### src/serial_rx_pkg.sv
// Constants, field layouts and carrier types for the receive CRC alarm and lane status block
`default_nettype none
package serial_rx_pkg;
  localparam int LANES = 16;
  localparam int ARR_W = 6;
  localparam int ADDR_W = 12;
  localparam int DATA_W = 16;
  localparam int ARR_IDX_W = 4;
  localparam int IRQ_W = 2;
  localparam int ERR_W = 4;
  localparam int RUN_W = 7;

  // Register offsets
  localparam logic [ADDR_W-1:0] ADDR_LINK_CTRL = 12'h100;
  localparam logic [ADDR_W-1:0] ADDR_IRQ_STAT = 12'h104;
  localparam logic [ADDR_W-1:0] ADDR_IRQ_MASK = 12'h106;
  localparam logic [ADDR_W-1:0] ADDR_CRC_ALARM_THRESHOLDS = 12'h128;
  localparam logic [ADDR_W-1:0] ADDR_ARR_STAT = 12'h12c;
  localparam logic [ADDR_W-1:0] ADDR_POL = 12'h12e;
  localparam logic [ADDR_W-1:0] ADDR_ARR_BASE = 12'h140;

  // Interrupt bit positions
  localparam int IRQ_ALARM = 0;
  localparam int IRQ_READY = 1;

  // Threshold field layout
  typedef struct packed {
    logic [3:0] rsvd;
    logic [1:0] rec;
    logic [1:0] thr;
  } crc_alarm_thresholds_t;

  typedef struct packed {
    logic soft_reset;
    logic enable;
  } link_ctrl_t;

  // One multiblock verdict from the CRC checker
  typedef struct packed {
    logic valid;
    logic crc_err;
  } mb_report_t;

  localparam crc_alarm_thresholds_t CRC_ALARM_THRESHOLDS_RESET = 8'h00;
  localparam link_ctrl_t LINK_CTRL_RESET = 2'h0;
  localparam logic [DATA_W-1:0] POL_RESET = 16'h0000;
  localparam logic [6:0] ARR_RSVD_RESET = 7'h00;
  localparam logic [IRQ_W-1:0] IRQ_RESET = 2'h0;
  localparam logic [ERR_W-1:0] ERR_MAX = 4'hf;
  localparam logic [ERR_W-1:0] ERR_ONE = 4'h1;
  localparam logic [RUN_W-1:0] RUN_ONE = 7'h01;
  localparam logic [ARR_W-1:0] ARR_RESET = 6'h00;

  // Code to count lookups
  localparam logic [ERR_W-1:0] THR_COUNT [4] = '{4'h1, 4'h2, 4'h4, 4'h8};
  localparam logic [RUN_W-1:0] REC_COUNT [4] = '{7'h01, 7'h04, 7'h10, 7'h40};
endpackage
`default_nettype wire

### src/serial_rx_crc_alarm_lane_status.sv
// CRC alarm, lane arrival capture and lane polarity inversion for the serial receiver
//
// Local design decision: the address-and-strobe port.
`timescale 1ns/1ps
`default_nettype none

module serial_rx_crc_alarm_lane_status
  import serial_rx_pkg::*;
(
  // Clock, reset, enable
  input wire logic clk,
  input wire logic rst_n,
  input wire logic clk_en,
  // Register port
  input wire logic [ADDR_W-1:0] reg_addr,
  input wire logic [DATA_W-1:0] reg_wdata,
  input wire logic reg_wr,
  input wire logic reg_rd,
  output logic [DATA_W-1:0] reg_rdata,
  // Lane data
  input wire logic [LANES-1:0] lane_raw,
  output logic [LANES-1:0] lane_bits,
  // Multiblock CRC verdicts
  input wire mb_report_t mb_report,
  // Elastic buffer release and arrival times
  input wire logic lanes_ready,
  input wire logic release_try,
  input wire logic [LANES-1:0][ARR_W-1:0] lane_arrival_in,
  // Status
  output logic crc_alarm,
  output logic arrival_times_ready,
  output logic link_enable,
  output logic link_soft_reset,
  output logic irq
);

  link_ctrl_t ctrl_reg;
  crc_alarm_thresholds_t crc_alarm_thresholds_reg;
  logic [DATA_W-1:0] pol_reg;
  logic [6:0] arr_rsvd_reg;
  logic [IRQ_W-1:0] irq_stat_reg;
  logic [IRQ_W-1:0] irq_mask_reg;
  logic [ERR_W-1:0] err_cnt_reg;
  logic [RUN_W-1:0] run_cnt_reg;
  logic alarm_reg;
  logic ready_reg;
  logic [ARR_W-1:0] arr_reg [LANES];
  logic [DATA_W-1:0] rdata_next;
  logic [LANES-1:0] lane_bits_reg;
  logic irq_reg;
  logic link_on;
  logic capture;
  logic err_mb;
  logic clean_mb;
  logic alarm_set;
  logic ready_set;
  logic [ERR_W-1:0] err_inc;
  logic [RUN_W-1:0] run_inc;
  logic [IRQ_W-1:0] irq_event;

  wire wr_ctrl = reg_wr && (reg_addr == ADDR_LINK_CTRL);
  wire wr_stat = reg_wr && (reg_addr == ADDR_IRQ_STAT);
  wire wr_mask = reg_wr && (reg_addr == ADDR_IRQ_MASK);
  wire wr_th = reg_wr && (reg_addr == ADDR_CRC_ALARM_THRESHOLDS);
  wire wr_arr = reg_wr && (reg_addr == ADDR_ARR_STAT);
  wire wr_pol = reg_wr && (reg_addr == ADDR_POL);

  assign link_on = ctrl_reg.enable && !ctrl_reg.soft_reset;
  assign err_mb = link_on && mb_report.valid && mb_report.crc_err;
  assign clean_mb = link_on && mb_report.valid && !mb_report.crc_err;
  assign err_inc = (err_cnt_reg == ERR_MAX) ? ERR_MAX : err_cnt_reg + ERR_ONE;
  assign run_inc = run_cnt_reg + RUN_ONE;
  assign capture = link_on && lanes_ready && release_try && !ready_reg;
  assign alarm_set = err_mb && !alarm_reg && (err_inc >= THR_COUNT[crc_alarm_thresholds_reg.thr]);
  assign ready_set = capture;
  assign irq_event = {ready_set, alarm_set};

  // Control register
  always_ff @(posedge clk or negedge rst_n) begin
    if (!rst_n) begin
      ctrl_reg <= LINK_CTRL_RESET;
    end else if (clk_en && wr_ctrl) begin
      ctrl_reg <= reg_wdata[$bits(link_ctrl_t)-1:0];
    end
  end

  // Threshold, polarity and reserved storage
  always_ff @(posedge clk or negedge rst_n) begin
    if (!rst_n) begin
      crc_alarm_thresholds_reg <= CRC_ALARM_THRESHOLDS_RESET;
      pol_reg <= POL_RESET;
      arr_rsvd_reg <= ARR_RSVD_RESET;
    end else if (clk_en) begin
      if (wr_th) begin
        crc_alarm_thresholds_reg <= reg_wdata[$bits(crc_alarm_thresholds_t)-1:0];
      end
      if (wr_pol) begin
        pol_reg <= reg_wdata;
      end
      if (wr_arr) begin
        arr_rsvd_reg <= reg_wdata[7:1];
      end
    end
  end

  // Error counter and clean run counter
  always_ff @(posedge clk or negedge rst_n) begin
    if (!rst_n) begin
      err_cnt_reg <= '0;
      run_cnt_reg <= '0;
    end else if (clk_en) begin
      if (!link_on) begin
        err_cnt_reg <= '0;
        run_cnt_reg <= '0;
      end else if (err_mb) begin
        err_cnt_reg <= err_inc;
        run_cnt_reg <= '0;
      end else if (clean_mb) begin
        if (run_inc >= REC_COUNT[crc_alarm_thresholds_reg.rec]) begin
          err_cnt_reg <= '0;
          run_cnt_reg <= '0;
        end else begin
          run_cnt_reg <= run_inc;
        end
      end
    end
  end

  // CRC alarm
  always_ff @(posedge clk or negedge rst_n) begin
    if (!rst_n) begin
      alarm_reg <= 1'b0;
    end else if (clk_en) begin
      if (!link_on) begin
        alarm_reg <= 1'b0;
      end else if (err_mb && (err_inc >= THR_COUNT[crc_alarm_thresholds_reg.thr])) begin
        alarm_reg <= 1'b1;
      end else if (clean_mb && (run_inc >= REC_COUNT[crc_alarm_thresholds_reg.rec])) begin
        alarm_reg <= 1'b0;
      end
    end
  end

  // Arrival ready flag
  always_ff @(posedge clk or negedge rst_n) begin
    if (!rst_n) begin
      ready_reg <= 1'b0;
    end else if (clk_en) begin
      // disable or soft reset clears flag
      if (!ctrl_reg.enable || ctrl_reg.soft_reset) begin
        ready_reg <= 1'b0;
      end else if (capture) begin
        ready_reg <= 1'b1;
      end
    end
  end

  // Per lane arrival capture
  genvar gi;
  generate
    for (gi = 0; gi < LANES; gi++) begin : g_arr
      always_ff @(posedge clk or negedge rst_n) begin
        if (!rst_n) begin
          arr_reg[gi] <= ARR_RESET;
        end else if (clk_en && capture) begin
          arr_reg[gi] <= lane_arrival_in[gi];
        end
      end
    end
  endgenerate

  // Lane polarity
  always_ff @(posedge clk or negedge rst_n) begin
    if (!rst_n) begin
      lane_bits_reg <= '0;
    end else if (clk_en) begin
      lane_bits_reg <= lane_raw ^ pol_reg;
    end
  end

  // Interrupt status, set wins over clear
  always_ff @(posedge clk or negedge rst_n) begin
    if (!rst_n) begin
      irq_stat_reg <= IRQ_RESET;
      irq_mask_reg <= IRQ_RESET;
    end else if (clk_en) begin
      irq_stat_reg <= (irq_stat_reg & ~(wr_stat ? reg_wdata[IRQ_W-1:0] : IRQ_RESET)) | irq_event;
      if (wr_mask) begin
        irq_mask_reg <= reg_wdata[IRQ_W-1:0];
      end
    end
  end

  always_ff @(posedge clk or negedge rst_n) begin
    if (!rst_n) begin
      irq_reg <= 1'b0;
    end else if (clk_en) begin
      irq_reg <= |(((irq_stat_reg & ~(wr_stat ? reg_wdata[IRQ_W-1:0] : IRQ_RESET)) | irq_event)
                   & (wr_mask ? reg_wdata[IRQ_W-1:0] : irq_mask_reg));
    end
  end

  // Read mux
  always_comb begin
    rdata_next = '0;
    if (reg_rd) begin
      if (reg_addr == ADDR_LINK_CTRL) begin
        rdata_next[$bits(link_ctrl_t)-1:0] = ctrl_reg;
      end else if (reg_addr == ADDR_IRQ_STAT) begin
        rdata_next[IRQ_W-1:0] = irq_stat_reg;
      end else if (reg_addr == ADDR_IRQ_MASK) begin
        rdata_next[IRQ_W-1:0] = irq_mask_reg;
      end else if (reg_addr == ADDR_CRC_ALARM_THRESHOLDS) begin
        rdata_next[$bits(crc_alarm_thresholds_t)-1:0] = crc_alarm_thresholds_reg;
      end else if (reg_addr == ADDR_ARR_STAT) begin
        rdata_next[7:0] = {arr_rsvd_reg, ready_reg};
      end else if (reg_addr == ADDR_POL) begin
        rdata_next = pol_reg;
      end else if (reg_addr[ADDR_W-1:ARR_IDX_W] == ADDR_ARR_BASE[ADDR_W-1:ARR_IDX_W]) begin
        rdata_next[ARR_W-1:0] = arr_reg[reg_addr[ARR_IDX_W-1:0]];
      end
    end
  end

  always_ff @(posedge clk or negedge rst_n) begin
    if (!rst_n) begin
      reg_rdata <= '0;
    end else if (clk_en) begin
      reg_rdata <= rdata_next;
    end
  end

  assign lane_bits = lane_bits_reg;
  assign crc_alarm = alarm_reg;
  assign arrival_times_ready = ready_reg;
  assign link_enable = ctrl_reg.enable;
  assign link_soft_reset = ctrl_reg.soft_reset;
  assign irq = irq_reg;
endmodule
`default_nettype wire

### config.mk
export PLATFORM = sky130hd
export DESIGN_NAME = serial_rx_crc_alarm_lane_status
export DESIGN_NICKNAME = d
export VERILOG_FILES = /design/src/serial_rx_pkg.sv /design/src/serial_rx_crc_alarm_lane_status.sv
export SDC_FILE = /design/constraint.sdc
export NUM_CORES = 1
export LEC_CHECK = 0
export BUFFER_PORTS_ARGS = -buffer_cell sky130_fd_sc_hd__buf_4
export CORE_MARGIN = 3
export CORE_UTILIZATION = 35
export DETAILED_ROUTE_END_ITERATION = 10
export GPL_ROUTABILITY_DRIVEN = 1
export HOLD_SLACK_MARGIN = 0.02
export PLACE_DENSITY = 0.56
export SLEW_MARGIN = 20
export SYNTH_ARGS = -nofsm -noshare
export SYNTH_HDL_FRONTEND = slang
export SYNTH_SLANG_ARGS = --single-unit
### constraint.sdc
create_clock -name clk -period 3.9 [get_ports clk]
set_input_delay 0.975 -clock clk [delete_from_list [all_inputs] [get_ports clk]]
set_output_delay 0.975 -clock clk [all_outputs]
set_load 0.1 [all_outputs]
# After elaboration in Yosys (flattened, before gate mapping)
# Index checks and enable logic that the tools add are counted.
[word_totals]
input_bits = 149
register_bits = 179
out_inout_bits = 37
word_cells = 131
[classes]
reduce_logical = 34
n_eq_ne = 11
bitwise_logic = 8
n_mux = 39
n_lt_le_gt_ge = 5
n_addsub = 2
[ops]
columns = ["operator", "count"]
rows = [
  ["$eq 12x9->1 const B", 6],
  ["$mux 14", 3],
  ["$mux 7", 6],
  ["$mux 8", 4],
  ["$mux 4", 7],
  ["$bmux 6 s4", 1],
  ["$mux 6", 4],
  ["$logic_and 1x1->1", 19],
  ["$mux 16", 1],
  ["$xor 16x16->16", 1],
  ["$bmux 7 s2", 1],
  ["$reduce_and 2->1", 6],
  ["$mux 10", 1],
  ["$mux 2", 5],
  ["$ne 3x1->1 const B", 3],
  ["$bmux 4 s2", 1],
  ["$eq 8x5->1 const B", 1],
  ["$add 7x1->7 const B", 1],
  ["$ge 7x7->1", 1],
  ["$ge 3x3->1 const B", 2],
  ["$not 2->3", 2],
  ["$ge 5x5->1 const B", 1],
  ["$logic_not 1->1", 5],
  ["$mux 1", 5],
  ["other kinds (11)", 12],
]

# Logic depth before layout (Yosys ltp)
# Gate-level depths: netlist (run 1).
[depth]
depth_word = 12
mapped_depth = 11
ltp_nobuf = 11

# Least setup slack after synthesis (run 1)
# Ideal clock, no wire load.
[synth_timing]
kind = "input to register"
from = "in reg_addr[0]"
to = "reg reg_rdata[2]"
setup_ns = 0.135
t_arrival_ns = 2.927
path_stages = 6
required_ns = 3.765
path_slack_ns = 0.838
path_cell_list = "buf_6 clkbuf_1 mux4_2 mux4_2 a222oi_1 o22ai_1"
[synth_between]
elab_chain_cells = 12
elab_cells_between_ends = 18
classes_between = "eq/ne: 6; mux: 11; bitwise: 1"
[synth_lines]
columns = ["item", "line_no", "text"]
rows = [
  ["start, declared", "serial_rx_crc_alarm_lane_status.sv:15", "input wire logic [ADDR_W-1:0] reg_addr,"],
  ["$not 4->5 (implied by the code)", "serial_rx_crc_alarm_lane_status.sv:220", "rdata_next[ARR_W-1:0] = arr_reg[reg_addr[ARR_IDX_W-1:0]];"],
  ["$bmux 6 s4", "serial_rx_crc_alarm_lane_status.sv:220", ""],
  ["$mux 6 (implied by the code) (2 in a row)", "serial_rx_crc_alarm_lane_status.sv:220", ""],
  ["$mux 6", "serial_rx_crc_alarm_lane_status.sv:219", "end else if (reg_addr[ADDR_W-1:ARR_IDX_W] == ADDR_ARR_BASE[ADDR_W-1:ARR_IDX_W]) begin"],
  ["$mux 6", "serial_rx_crc_alarm_lane_status.sv:217", "end else if (reg_addr == ADDR_POL) begin"],
  ["$mux 8", "serial_rx_crc_alarm_lane_status.sv:215", "end else if (reg_addr == ADDR_ARR_STAT) begin"],
  ["$mux 8", "serial_rx_crc_alarm_lane_status.sv:213", "end else if (reg_addr == ADDR_CRC_ALARM_THRESHOLDS) begin"],
  ["$mux 14", "serial_rx_crc_alarm_lane_status.sv:211", "end else if (reg_addr == ADDR_IRQ_MASK) begin"],
  ["$mux 14", "serial_rx_crc_alarm_lane_status.sv:209", "end else if (reg_addr == ADDR_IRQ_STAT) begin"],
  ["$mux 14 (*)", "serial_rx_crc_alarm_lane_status.sv:207", "if (reg_addr == ADDR_LINK_CTRL) begin"],
  ["$mux 16 (*)", "serial_rx_crc_alarm_lane_status.sv:206", "if (reg_rd) begin"],
  ["end signal, assigned", "serial_rx_crc_alarm_lane_status.sv:229", "reg_rdata <= rdata_next;"],
  ["end, declared", "serial_rx_crc_alarm_lane_status.sv:19", "output logic [DATA_W-1:0] reg_rdata,"],
]
# Every way passes the cells marked *; elsewhere a longest branch is shown, timed or not. The select of a mux whose other input is x is not followed.
# A chain may end at the register's enable or synchronous reset.

# Final worst setup path (run 1)
[layout_timing]
from = "in reg_addr[9]"
to = "reg crc_alarm_thresholds_reg[1] in the netlist's numbering"
[layout_between]
elab_chain_cells = 3
[layout_lines]
columns = ["item", "line_no", "text"]
rows = [
  ["$eq 12x9->1", "serial_rx_crc_alarm_lane_status.sv:64", "wire wr_th = reg_wr && (reg_addr == ADDR_CRC_ALARM_THRESHOLDS);"],
  ["$logic_and 1x1->1", "serial_rx_crc_alarm_lane_status.sv:64", ""],
  ["$reduce_and 2->1 (no line)", "n/a", ""],
  ["end signal, assigned", "serial_rx_crc_alarm_lane_status.sv:95", "crc_alarm_thresholds_reg <= reg_wdata[$bits(crc_alarm_thresholds_t)-1:0];"],
  ["end, declared", "serial_rx_crc_alarm_lane_status.sv:38", "crc_alarm_thresholds_t crc_alarm_thresholds_reg;"],
]
# No other way between the ends.

==> results.md, run 1 <==
- Status: complete, no violations
- WP data arrival: 3.27 ns
- Vias in the first global route: 6012
- Initial antenna violation count: 0
- Pins Over Slew Limit: 0
- Final setup viols: 0
- Top post-synthesis cells by count: 179 x dfrtp_1, 117 x mux2_2, 38 x nand2_1
- Flop-to-flop setup slack: 1.16 ns
- CTS root buf: clkbuf_16
- Drt via density: 4.89
- Main synth FF type: dfrtp_1
- Fraction of registers with async set/reset: 100%
- Worst-path fanout max: 8
- N_diodes: 0
- Total number of yosys warnings: 0
- Setup TNS: 0 ns
- Area growth syn-to-layout: 26.9%
- Die area: 0.0264 mm^2
- Hold-fix buffer count after cts: 0
- Mapped Cells: 656
- CTS Sinks: 179
- Die Span X: 163 um
- Yosys top cell by area: dfrtp_1
- Share of cells above drive strength 1: 46.8%
- PortBufs: 185
- Main area contributors after synthesis: dfrtp_1 52%, mux2_2 15%, mux4_2 7.4%
- Routed WL per cell: 18.0 um
- Starting Density: 36.1%
- MaxCap Viol Count: 0
- Maximum vdd ir drop: 0.219 mV
- Worst skew pair latency: 0.44 ns
- Drt initial violations: 301
- TritonCTS Buffers: 17
- Drt first pass iters: 4
- Clk buf depth: 2
- Vias: 5726
- Fmax: 338 MHz
- Relative slew slack: 57.2%
- Layout Skew: 0.0125 ns
- Buffers & Inverters on Critical Path: 1
- Hold Path End: arr_reg[9]
- First-pass GRT wire length: 33100 um
- Crit path cell chain: buf_4, or4b_1, or3_1, or4_1, mux2_4
- Crit Path Class: in2reg
- Total power: 4110 uW
- Drt drc: 0
- Overflow after GRT: 0
- Cell Rows: 56
- Number of enable flip-flop cells after synthesis: 0
- # IOs: 186
- CTS tree: built
- CP max stage cell: or4b_1
- Critical path startpoint category: primary input
- Post-route minimum period: 2.96 ns
- Post-DRT Antenna Nets: 0
- Hold Vio Cnt, Final: 0
- Pwr dens: 378 mW/mm^2
- HP Start: arr_reg[9]
- Register area share after synthesis: 52.2%
- GRT Total Usage: 16.2%
- Worst R2R Path Depth: 11
- Reg2reg end: run_cnt_reg[2]
- Final wirelength: 21100 um
- Critical R2R Launch: run_cnt_reg[0]
- CTS resizes: 0
- Mapped Avg Cell Area: 13.1 um^2
- Die Span Y: 163 um
- Worst-margin pin slew: 0.638 ns
- Final worst-path cycle share: 75.8%
- Syn Nets: 815
- Core region area: 0.0238 mm^2
- H-tree lvl count: 4
- Critical path's largest stage delay: 0.70 ns
- Worst EP required: 4.21 ns
- Post-CTS setup buffers: 0
- DPL Wire Length: 15500 um
- Synth Register Bits: 179
- CP Depth: 5
- Leakage power: 0.00527 uW
- Mapped cell area: 0.00857 mm^2
- Worst-path clk slew: 0.07 ns
- Largest net degree at the start of global routing: 71
- Layout Utilization: 45.8%
- RSZ-0062 raised after global routing: false
- Hold crit path type: reg2reg
- Yosys cell types: 58
- Hold path depth: 1
- Max FFs per register: 96
- Share of Yosys cell area claimed by the top area cell type: 52.2%
- Gp weighted congestion: 0.778
- Family with the most delay on the worst path: simple AND/OR/NAND/NOR gates
- Total Nets Final: 997
- Cell with the most instances after synthesis: dfrtp_1
- Critical path capture point type: flop
[stage by stage]
stage	cells	hold WS, ns	setup WS (ns)	instance area [um^2]
6_report	1170	0.500	0.942	10900
4_1_cts	1170	0.501	0.971	10900
3_5_place_dp	1138	0.485	0.495	10300
3_3_place_gp	1138	0.480	0.529	10300
5_1_grt	1170	0.508	0.846	10900
2_1_floorplan	656	0.455	0.838	8570
[logic make-up (layout without fill, tap and decap cells)]
family / count (synthesis) / after routing / share of synthesized area (%)
DFF: 179 / 179 / 52.2
and+or+nand+nor: 147 / 147 / 8.92
AOI/OAI and AO/OA: 80 / 80 / 6.10
xor gates and xnor gates: 19 / 19 / 1.94
buffers and inverters: 53 / 248 / 2.89
muxes: 168 / 168 / 26.5
adders and majority gates: 10 / 10 / 1.46
[cell type report]
type	instances	area, um^2
fill	2205	12900
clock buffer	19	433
clock inverter	13	146
tap	319	399
sequential	179	4480
multi-input combinational	424	3850
inverter	19	71.3
timing repair buffer	197	1500
[placed cells by master, fill, tap and decap left out, drive strengths merged, types with 4 or more instances in the layout]
master	count
nor2b	4
nor2	36
nand2b	17
xnor2	17
nand3	10
mux2	135
and2	4
nor3	12
a222oi	4
clkbuf	20
a21oi	23
or3	5
nand4	4
o22ai	5
a22o	8
mux4	28
o21ai	18
inv	25
nand2	38
ha	10
buf	196
dfrtp	179
mux2i	5
[how the worst max path moves through the flow]
stage,startpoint,endpoint,slack [ns]
floorplan,reg_addr[0],reg_rdata[2],0.84
global placement,reg_addr[9],crc_alarm_thresholds_reg[7],0.53
detailed placement,reg_addr[9],crc_alarm_thresholds_reg[7],0.49
CTS,reg_addr[9],crc_alarm_thresholds_reg[1],0.97
global route,run_cnt_reg[0],run_cnt_reg[2],0.85
finish,reg_addr[9],crc_alarm_thresholds_reg[1],0.94
[layer usage]
| metal | vias up | share of wire, % | GRT usage (%) |
|---|---|---|---|
| li1 | 2747 | - | - |
| met1 | 2829 | 45 | 21.8 |
| met2 | 139 | 46 | 25.1 |
| met3 | 11 | 7.6 | 6.00 |
| met4 | 0 | 0.84 | 3.72 |
| met5 | - | 0 | 0 |
[worst register-to-register path: stages (launching register included)]
cell	delay [ns]
dfrtp_1	0.44
ha_1	0.25
nand3_1	0.13
or2_2	0.31
nand2_1	0.10
ha_1	0.26
nand2b_1	0.08
mux2i_1	0.06
o41ai_1	0.32
nand3b_1	0.28
nor2_1	0.27
a22o_1	0.17
[power by group]
group / switching (uW) / internal [uW] / total [uW]
combinational: 285 / 194 / 479
clock: 797 / 906 / 1700
sequential: 26.5 / 1900 / 1930
total: 1110 / 3000 / 4110
Note: power is estimated with default switching activity, not from simulation.
==> inputs of run 2 (changes only) <==
--- a/config.mk
+++ b/config.mk
@@ -11,7 +11,7 @@
 export DETAILED_ROUTE_END_ITERATION = 10
 export GPL_ROUTABILITY_DRIVEN = 1
 export HOLD_SLACK_MARGIN = 0.02
-export PLACE_DENSITY = 0.56
+export PLACE_DENSITY = 0.59
 export SLEW_MARGIN = 20
 export SYNTH_ARGS = -nofsm -noshare
 export SYNTH_HDL_FRONTEND = slang
==> constraint.sdc (replaced) <==
create_clock -name clk -period 2.55 [get_ports clk]
set_input_delay 0.6375 -clock clk [delete_from_list [all_inputs] [get_ports clk]]
set_output_delay 0.6375 -clock clk [all_outputs]
set_load 0.1 [all_outputs]
==> run 2 against run 1 <==
Against the previous run:
- design area increased by 3.6%
- sequential share of layout area decreased by 1.4 points
- sequential power increased by 53%
- non-clock buffer count increased by 32
- clock power increased by 52%
- first-iteration DRC count increased by 6.6%
- register-to-register slack got worse by 1.1 ns
- critical path depth increased by 6
- highest routed layer unchanged
==> results.md, run 2 (synthesis results as in run 1) <==
- Final setup viols: 0
- MaxCap Viol Count: 0
- Most frequent cells in the layout: 220 x buf_4, 177 x dfrtp_1, 117 x mux2_2
- Critical R2R Launch: run_cnt_reg[1]
- Crit Path Class: reg2reg
- Share of cells above drive strength 1: 50.1%
- Status: complete, no violations
- DP Worst Slack: -0.178 ns
- Worst R2R Path Depth: 11
- Worst-margin pin slew: 0.636 ns
- Worst-path clk slew: 0.07 ns
- Worst-path fanout max: 6
- Overflow after GRT: 0
- CTS Sinks: 179
- RSZ-0062 raised after global routing: true
- Worst skew pair latency: 0.42 ns
- Pwr dens: 559 mW/mm^2
- Critical path capture point type: flop
- Area growth syn-to-layout: 31.4%
- Post-DRT Antenna Nets: 0
- Layout Skew: 0.00954 ns
- DPL Wire Length: 15800 um
- CTS root buf: clkbuf_16
- Hold Vio Cnt, Final: 0
- PortBufs: 185
- Max FFs per register: 96
- Die area: 0.0264 mm^2
- GRT Total Usage: 16.1%
- Critical path startpoint category: flop
- Die Span X: 163 um
- Total Nets Final: 1029
- H-tree lvl count: 4
- Filler instances: 2175
- Drt via density: 4.89
- Drt first pass iters: 6
- Cell Rows: 56
- Final wirelength: 20900 um
- Drt initial violations: 321
- WP data arrival: 2.83 ns
- N_diodes: 0
- Fmax: 406 MHz
- CTS tree: built
- Hold crit path type: in2async
- Post-route minimum period: 2.46 ns
- # IOs: 186
- Relative slew slack: 57.3%
- Largest net degree at the start of global routing: 59
- Vias in the first global route: 6090
- TritonCTS Buffers: 17
- Final setup margin: 0.0854 ns
- Routed WL per cell: 17.4 um
- Area of the multi-input gates: 0.00392 mm^2
- Pins Over Slew Limit: 0
- Sequential cell area: 0.00448 mm^2
- Gp weighted congestion: 0.817
- Worst EP required: 2.91 ns
- Final worst-path cycle share: 96.7%
- Setup TNS: 0 ns
- Vias: 5878
- First-pass GRT wire length: 33500 um
- Initial antenna violation count: 0
- Total power: 6290 uW
- Drt drc: 0
- Clk buf depth: 2
- Maximum vdd ir drop: 0.420 mV
- Most common cell after layout, fill and taps aside: buf_4
- Die Span Y: 163 um
- Core region area: 0.0238 mm^2
- Flop-to-flop setup slack: 0.09 ns
- Leakage power: 0.00548 uW
- Starting Density: 36.1%
- Reg2reg end: run_cnt_reg[2]
- Layout Utilization: 47.4%
run 2: cell count changes in the layout (fill, tap and decap cells not counted), moves of 2 or more:
cell      delta
dfrtp_1      -2
ha_1         -2
buf_12       +7
clkbuf_1     -2
nand2_1      -2
dfrtp_2      +2
clkinv_2     +2
buf_4       +25
run 2: report_power, final:
part	switching (uW)	internal [uW]
sequential	39.6	2910
combinational	437	315
clock	1170	1420
total	1650	4650
run 2: critical path: stages (launching register included):
cell and delay (ns):
dfrtp_1 0.36, ha_2 0.19, nand3_2 0.08, or2_4 0.25
nand2_4 0.08, ha_4 0.19, nand2b_1 0.06, mux2i_1 0.08
o41ai_2 0.39, nand3b_1 0.26, o31ai_1 0.30, a22o_1 0.16
run 2: how the worst max path moves through the flow:
stage                        start                           to  slack, ns
floorplan              reg_addr[9]  crc_alarm_thresholds_reg[0]      -0.05
CTS                 run_cnt_reg[0]               run_cnt_reg[2]       0.05
global placement       reg_addr[9]  crc_alarm_thresholds_reg[5]      -0.16
finish              run_cnt_reg[1]               run_cnt_reg[2]       0.09
detailed placement     reg_addr[9]  crc_alarm_thresholds_reg[6]      -0.18
global route        run_cnt_reg[0]               run_cnt_reg[2]      -0.09
run 2: timing repair:
action	4_1_cts	5_1_grt
gates resized for setup	0	11
endpoints found under the setup margin	0	10
buffers inserted	0	1
hold buffers	0	0
run 2: cell type report:
cell class | count | share of cell area, %
Clock buffer | 19 | 4.02
Clock inverter | 12 | 1.10
Multi-Input combinational cell | 424 | 34.8
Sequential cell | 179 | 39.8
Inverter | 19 | 0.633
Tap cell | 319 | 3.54
Timing Repair Buffer | 229 | 16.2
run 2: per-stage QoR:
stage               instance area [um^2]  hold WS (ns)  instances
finish                             11300         0.142       1201
global route                       11300         0.155       1201
CTS                                11200         0.143       1200
detailed placement                 10600         0.486       1169
global placement                   10600         0.478       1169
floorplan                           8590         0.342        656
run 2: metal layers:
metal / part of all wire [%] / vias to the layer above / track usage [%] / routed length (um)
met2: 44 / 158 / 23.2 / 9130
met3: 7.3 / 8 / 5.54 / 1530
met5: 0 / - / 0 / 0
met4: 0.58 / 0 / 3.02 / 122
met1: 48 / 2883 / 23.7 / 10100
li1: - / 2829 / - / -
==> inputs of run 3 (changes only) <==
--- a/config.mk
+++ b/config.mk
@@ -6,6 +6,7 @@
 export NUM_CORES = 1
 export LEC_CHECK = 0
 export BUFFER_PORTS_ARGS = -buffer_cell sky130_fd_sc_hd__buf_4
+export CORE_ASPECT_RATIO = 1.4
 export CORE_MARGIN = 3
 export CORE_UTILIZATION = 35
 export DETAILED_ROUTE_END_ITERATION = 10
==> run 3 against run 2 <==
Against the previous run:
- count of clock-buffer cells in the layout stayed put
- sequential share of layout area is 0.21 points lower
- critical path depth stayed put
- first-iteration DRC count is 17% lower
- design area is 0.53% higher
- cell count is 0.25% higher
- sequential cell count stayed put
- clock power hardly changed
- critical endpoint is now irq
- highest routed layer unchanged
==> results.md, run 3 (synthesis results as in run 1) <==
- Status: complete, no violations
- Crit Path Class: reg2reg
- Worst-path fanout max: 4
- CTS Sinks: 179
- Die Span X: 138 um
- RSZ-0062 raised after global routing: true
- WP data arrival: 2.80 ns
- Worst skew pair latency: 0.44 ns
- CTS root buf: clkbuf_16
- Critical path capture point type: flop
- CTS tree: built
- Worst-margin pin slew: 0.552 ns
- Final setup viols: 0
- Met3 Usage GRT: 3.83%
- Hold Vio Cnt, Final: 0
- Die Span Y: 191 um
- CP max stage cell: or3_1
- Most common cell after layout, fill and taps aside: buf_4
- Drt initial violations: 266
- Worst-path clk slew: 0.07 ns
- Worst EP required: 2.91 ns
- Filler instances: 2187
- Flop-to-flop setup slack: 0.11 ns
- Post-DRT Antenna Nets: 0
- Maximum vdd ir drop: 0.485 mV
- Overflow after GRT: 0
- Pins Over Slew Limit: 0
- Gp weighted congestion: 0.818
- H-tree lvl count: 4
- Starting Density: 35.6%
- Final setup margin: 0.110 ns
- Vias in the first global route: 6482
- Critical path's largest stage delay: 0.42 ns
- Buffers & Inverters on Critical Path: 1
- First-pass GRT wire length: 35100 um
- Leakage power: 0.00552 uW
- Family with the most delay on the worst path: simple AND/OR/NAND/NOR gates
- Largest net degree at the start of global routing: 67
- Hold crit path type: in2async
- Grt met1 use: 20.5%
- Initial antenna violation count: 0
- Most frequent cells in the layout: 233 x buf_4, 177 x dfrtp_1, 117 x mux2_2
- N_diodes: 0
- Layout Skew: 0.00826 ns
- Pwr dens: 556 mW/mm^2
- Max FFs per register: 96
- Share of cells above drive strength 1: 51.5%
- Relative slew slack: 62.7%
- Cell Rows: 67
- Worst R2R Path Depth: 11
- Crit path cell chain: ha_4, nand3_1, and2_4, ha_1, nand2b_1, a2111oi_0, or3_1, nor4b_2, buf_4, o21bai_1, a31oi_1
- Final worst-path cycle share: 95.7%
- Area growth syn-to-layout: 32.1%
- Busiest grt layer: met2
- TritonCTS Buffers: 17
- Routed WL per cell: 18.2 um
- DPL Wire Length: 16700 um
- # IOs: 186
- Drt first pass iters: 4
- Clk buf depth: 2
- Drt drc: 0
- GRT Total Usage: 17.0%
- Post-route minimum period: 2.44 ns
- Total power: 6290 uW
- DP Worst Slack: -0.158 ns
- Total Nets Final: 1040
- Final wirelength: 22000 um
- Core region area: 0.0241 mm^2
- Drt via density: 5.01
- Critical R2R Launch: err_cnt_reg[1]
- MaxCap Viol Count: 0
- Vias: 6027
- M2 GR Usage: 29.7%
- Critical path startpoint category: flop
- Reg2reg end: irq
- Fmax: 410 MHz
- Die area: 0.0264 mm^2
- PortBufs: 185
## run 3: worst reg2reg max path: cells and delay by family, from the launching register on
kind,cells,cell delay [ns]
and+or+nand+nor,5,1.07
AOI/OAI and AO/OA,3,0.30
DFF,1,0.40
buffers and inverters,1,0.17
adders and majority gates,2,0.41
## run 3: worst max path at each step
stage                         from                           to  depth (start not counted)  slack, ns
floorplan              reg_addr[9]  crc_alarm_thresholds_reg[0]                          6      -0.05
global placement       reg_addr[9]  crc_alarm_thresholds_reg[6]                          6      -0.15
detailed placement     reg_addr[0]                 reg_rdata[3]                          5      -0.16
CTS                 run_cnt_reg[1]               run_cnt_reg[2]                         11      0.002
global route        run_cnt_reg[0]               run_cnt_reg[2]                         11      -0.03
finish              err_cnt_reg[1]                          irq                         11       0.11
## run 3: timing repair
item                       4_1_cts  5_1_grt
setup endpoints to repair        1       14
gates resized for setup          0       18
gates cloned                     0        0
setup buffers                    1        5
hold buffers                     0        0
pin swaps                        1        8
## run 3: final cells by class
cell class | count | area [um^2] | area share [%]
multi-input combinational | 424 | 3940 | 34.8
tap | 310 | 388 | 3.42
clock buffer | 19 | 453 | 4.00
sequential | 179 | 4480 | 39.6
timing repair buffer | 240 | 1870 | 16.5
inverter | 19 | 71.3 | 0.630
clock inverter | 13 | 121 | 1.07
## run 3: stage by stage
stage          cell area [um^2]  instances  hold WS (ns)  utilization [%]  setup TNS [ns]
2_1_floorplan              8590        656         0.342                -          -0.362
3_3_place_gp              10600       1166         0.480             44.2           -1.54
6_report                  11300       1204         0.200             47.1               0
3_5_place_dp              10600       1166         0.484             44.2           -1.63
4_1_cts                   11200       1199         0.207             46.6               0
5_1_grt                   11300       1204         0.227             47.1         -0.0538
## run 3: routing by layer
layer / part of all wire (%) / routed length [um]
met4: 2.0 / 442
met1: 41 / 8940
met2: 52 / 11400
met5: 0 / 0
met3: 5.3 / 1170
## run 3: report_power, final
part / internal [uW] / switching (uW) / total, uW
combinational: 318 / 448 / 767
clock: 1410 / 1170 / 2580
sequential: 2910 / 40.1 / 2950
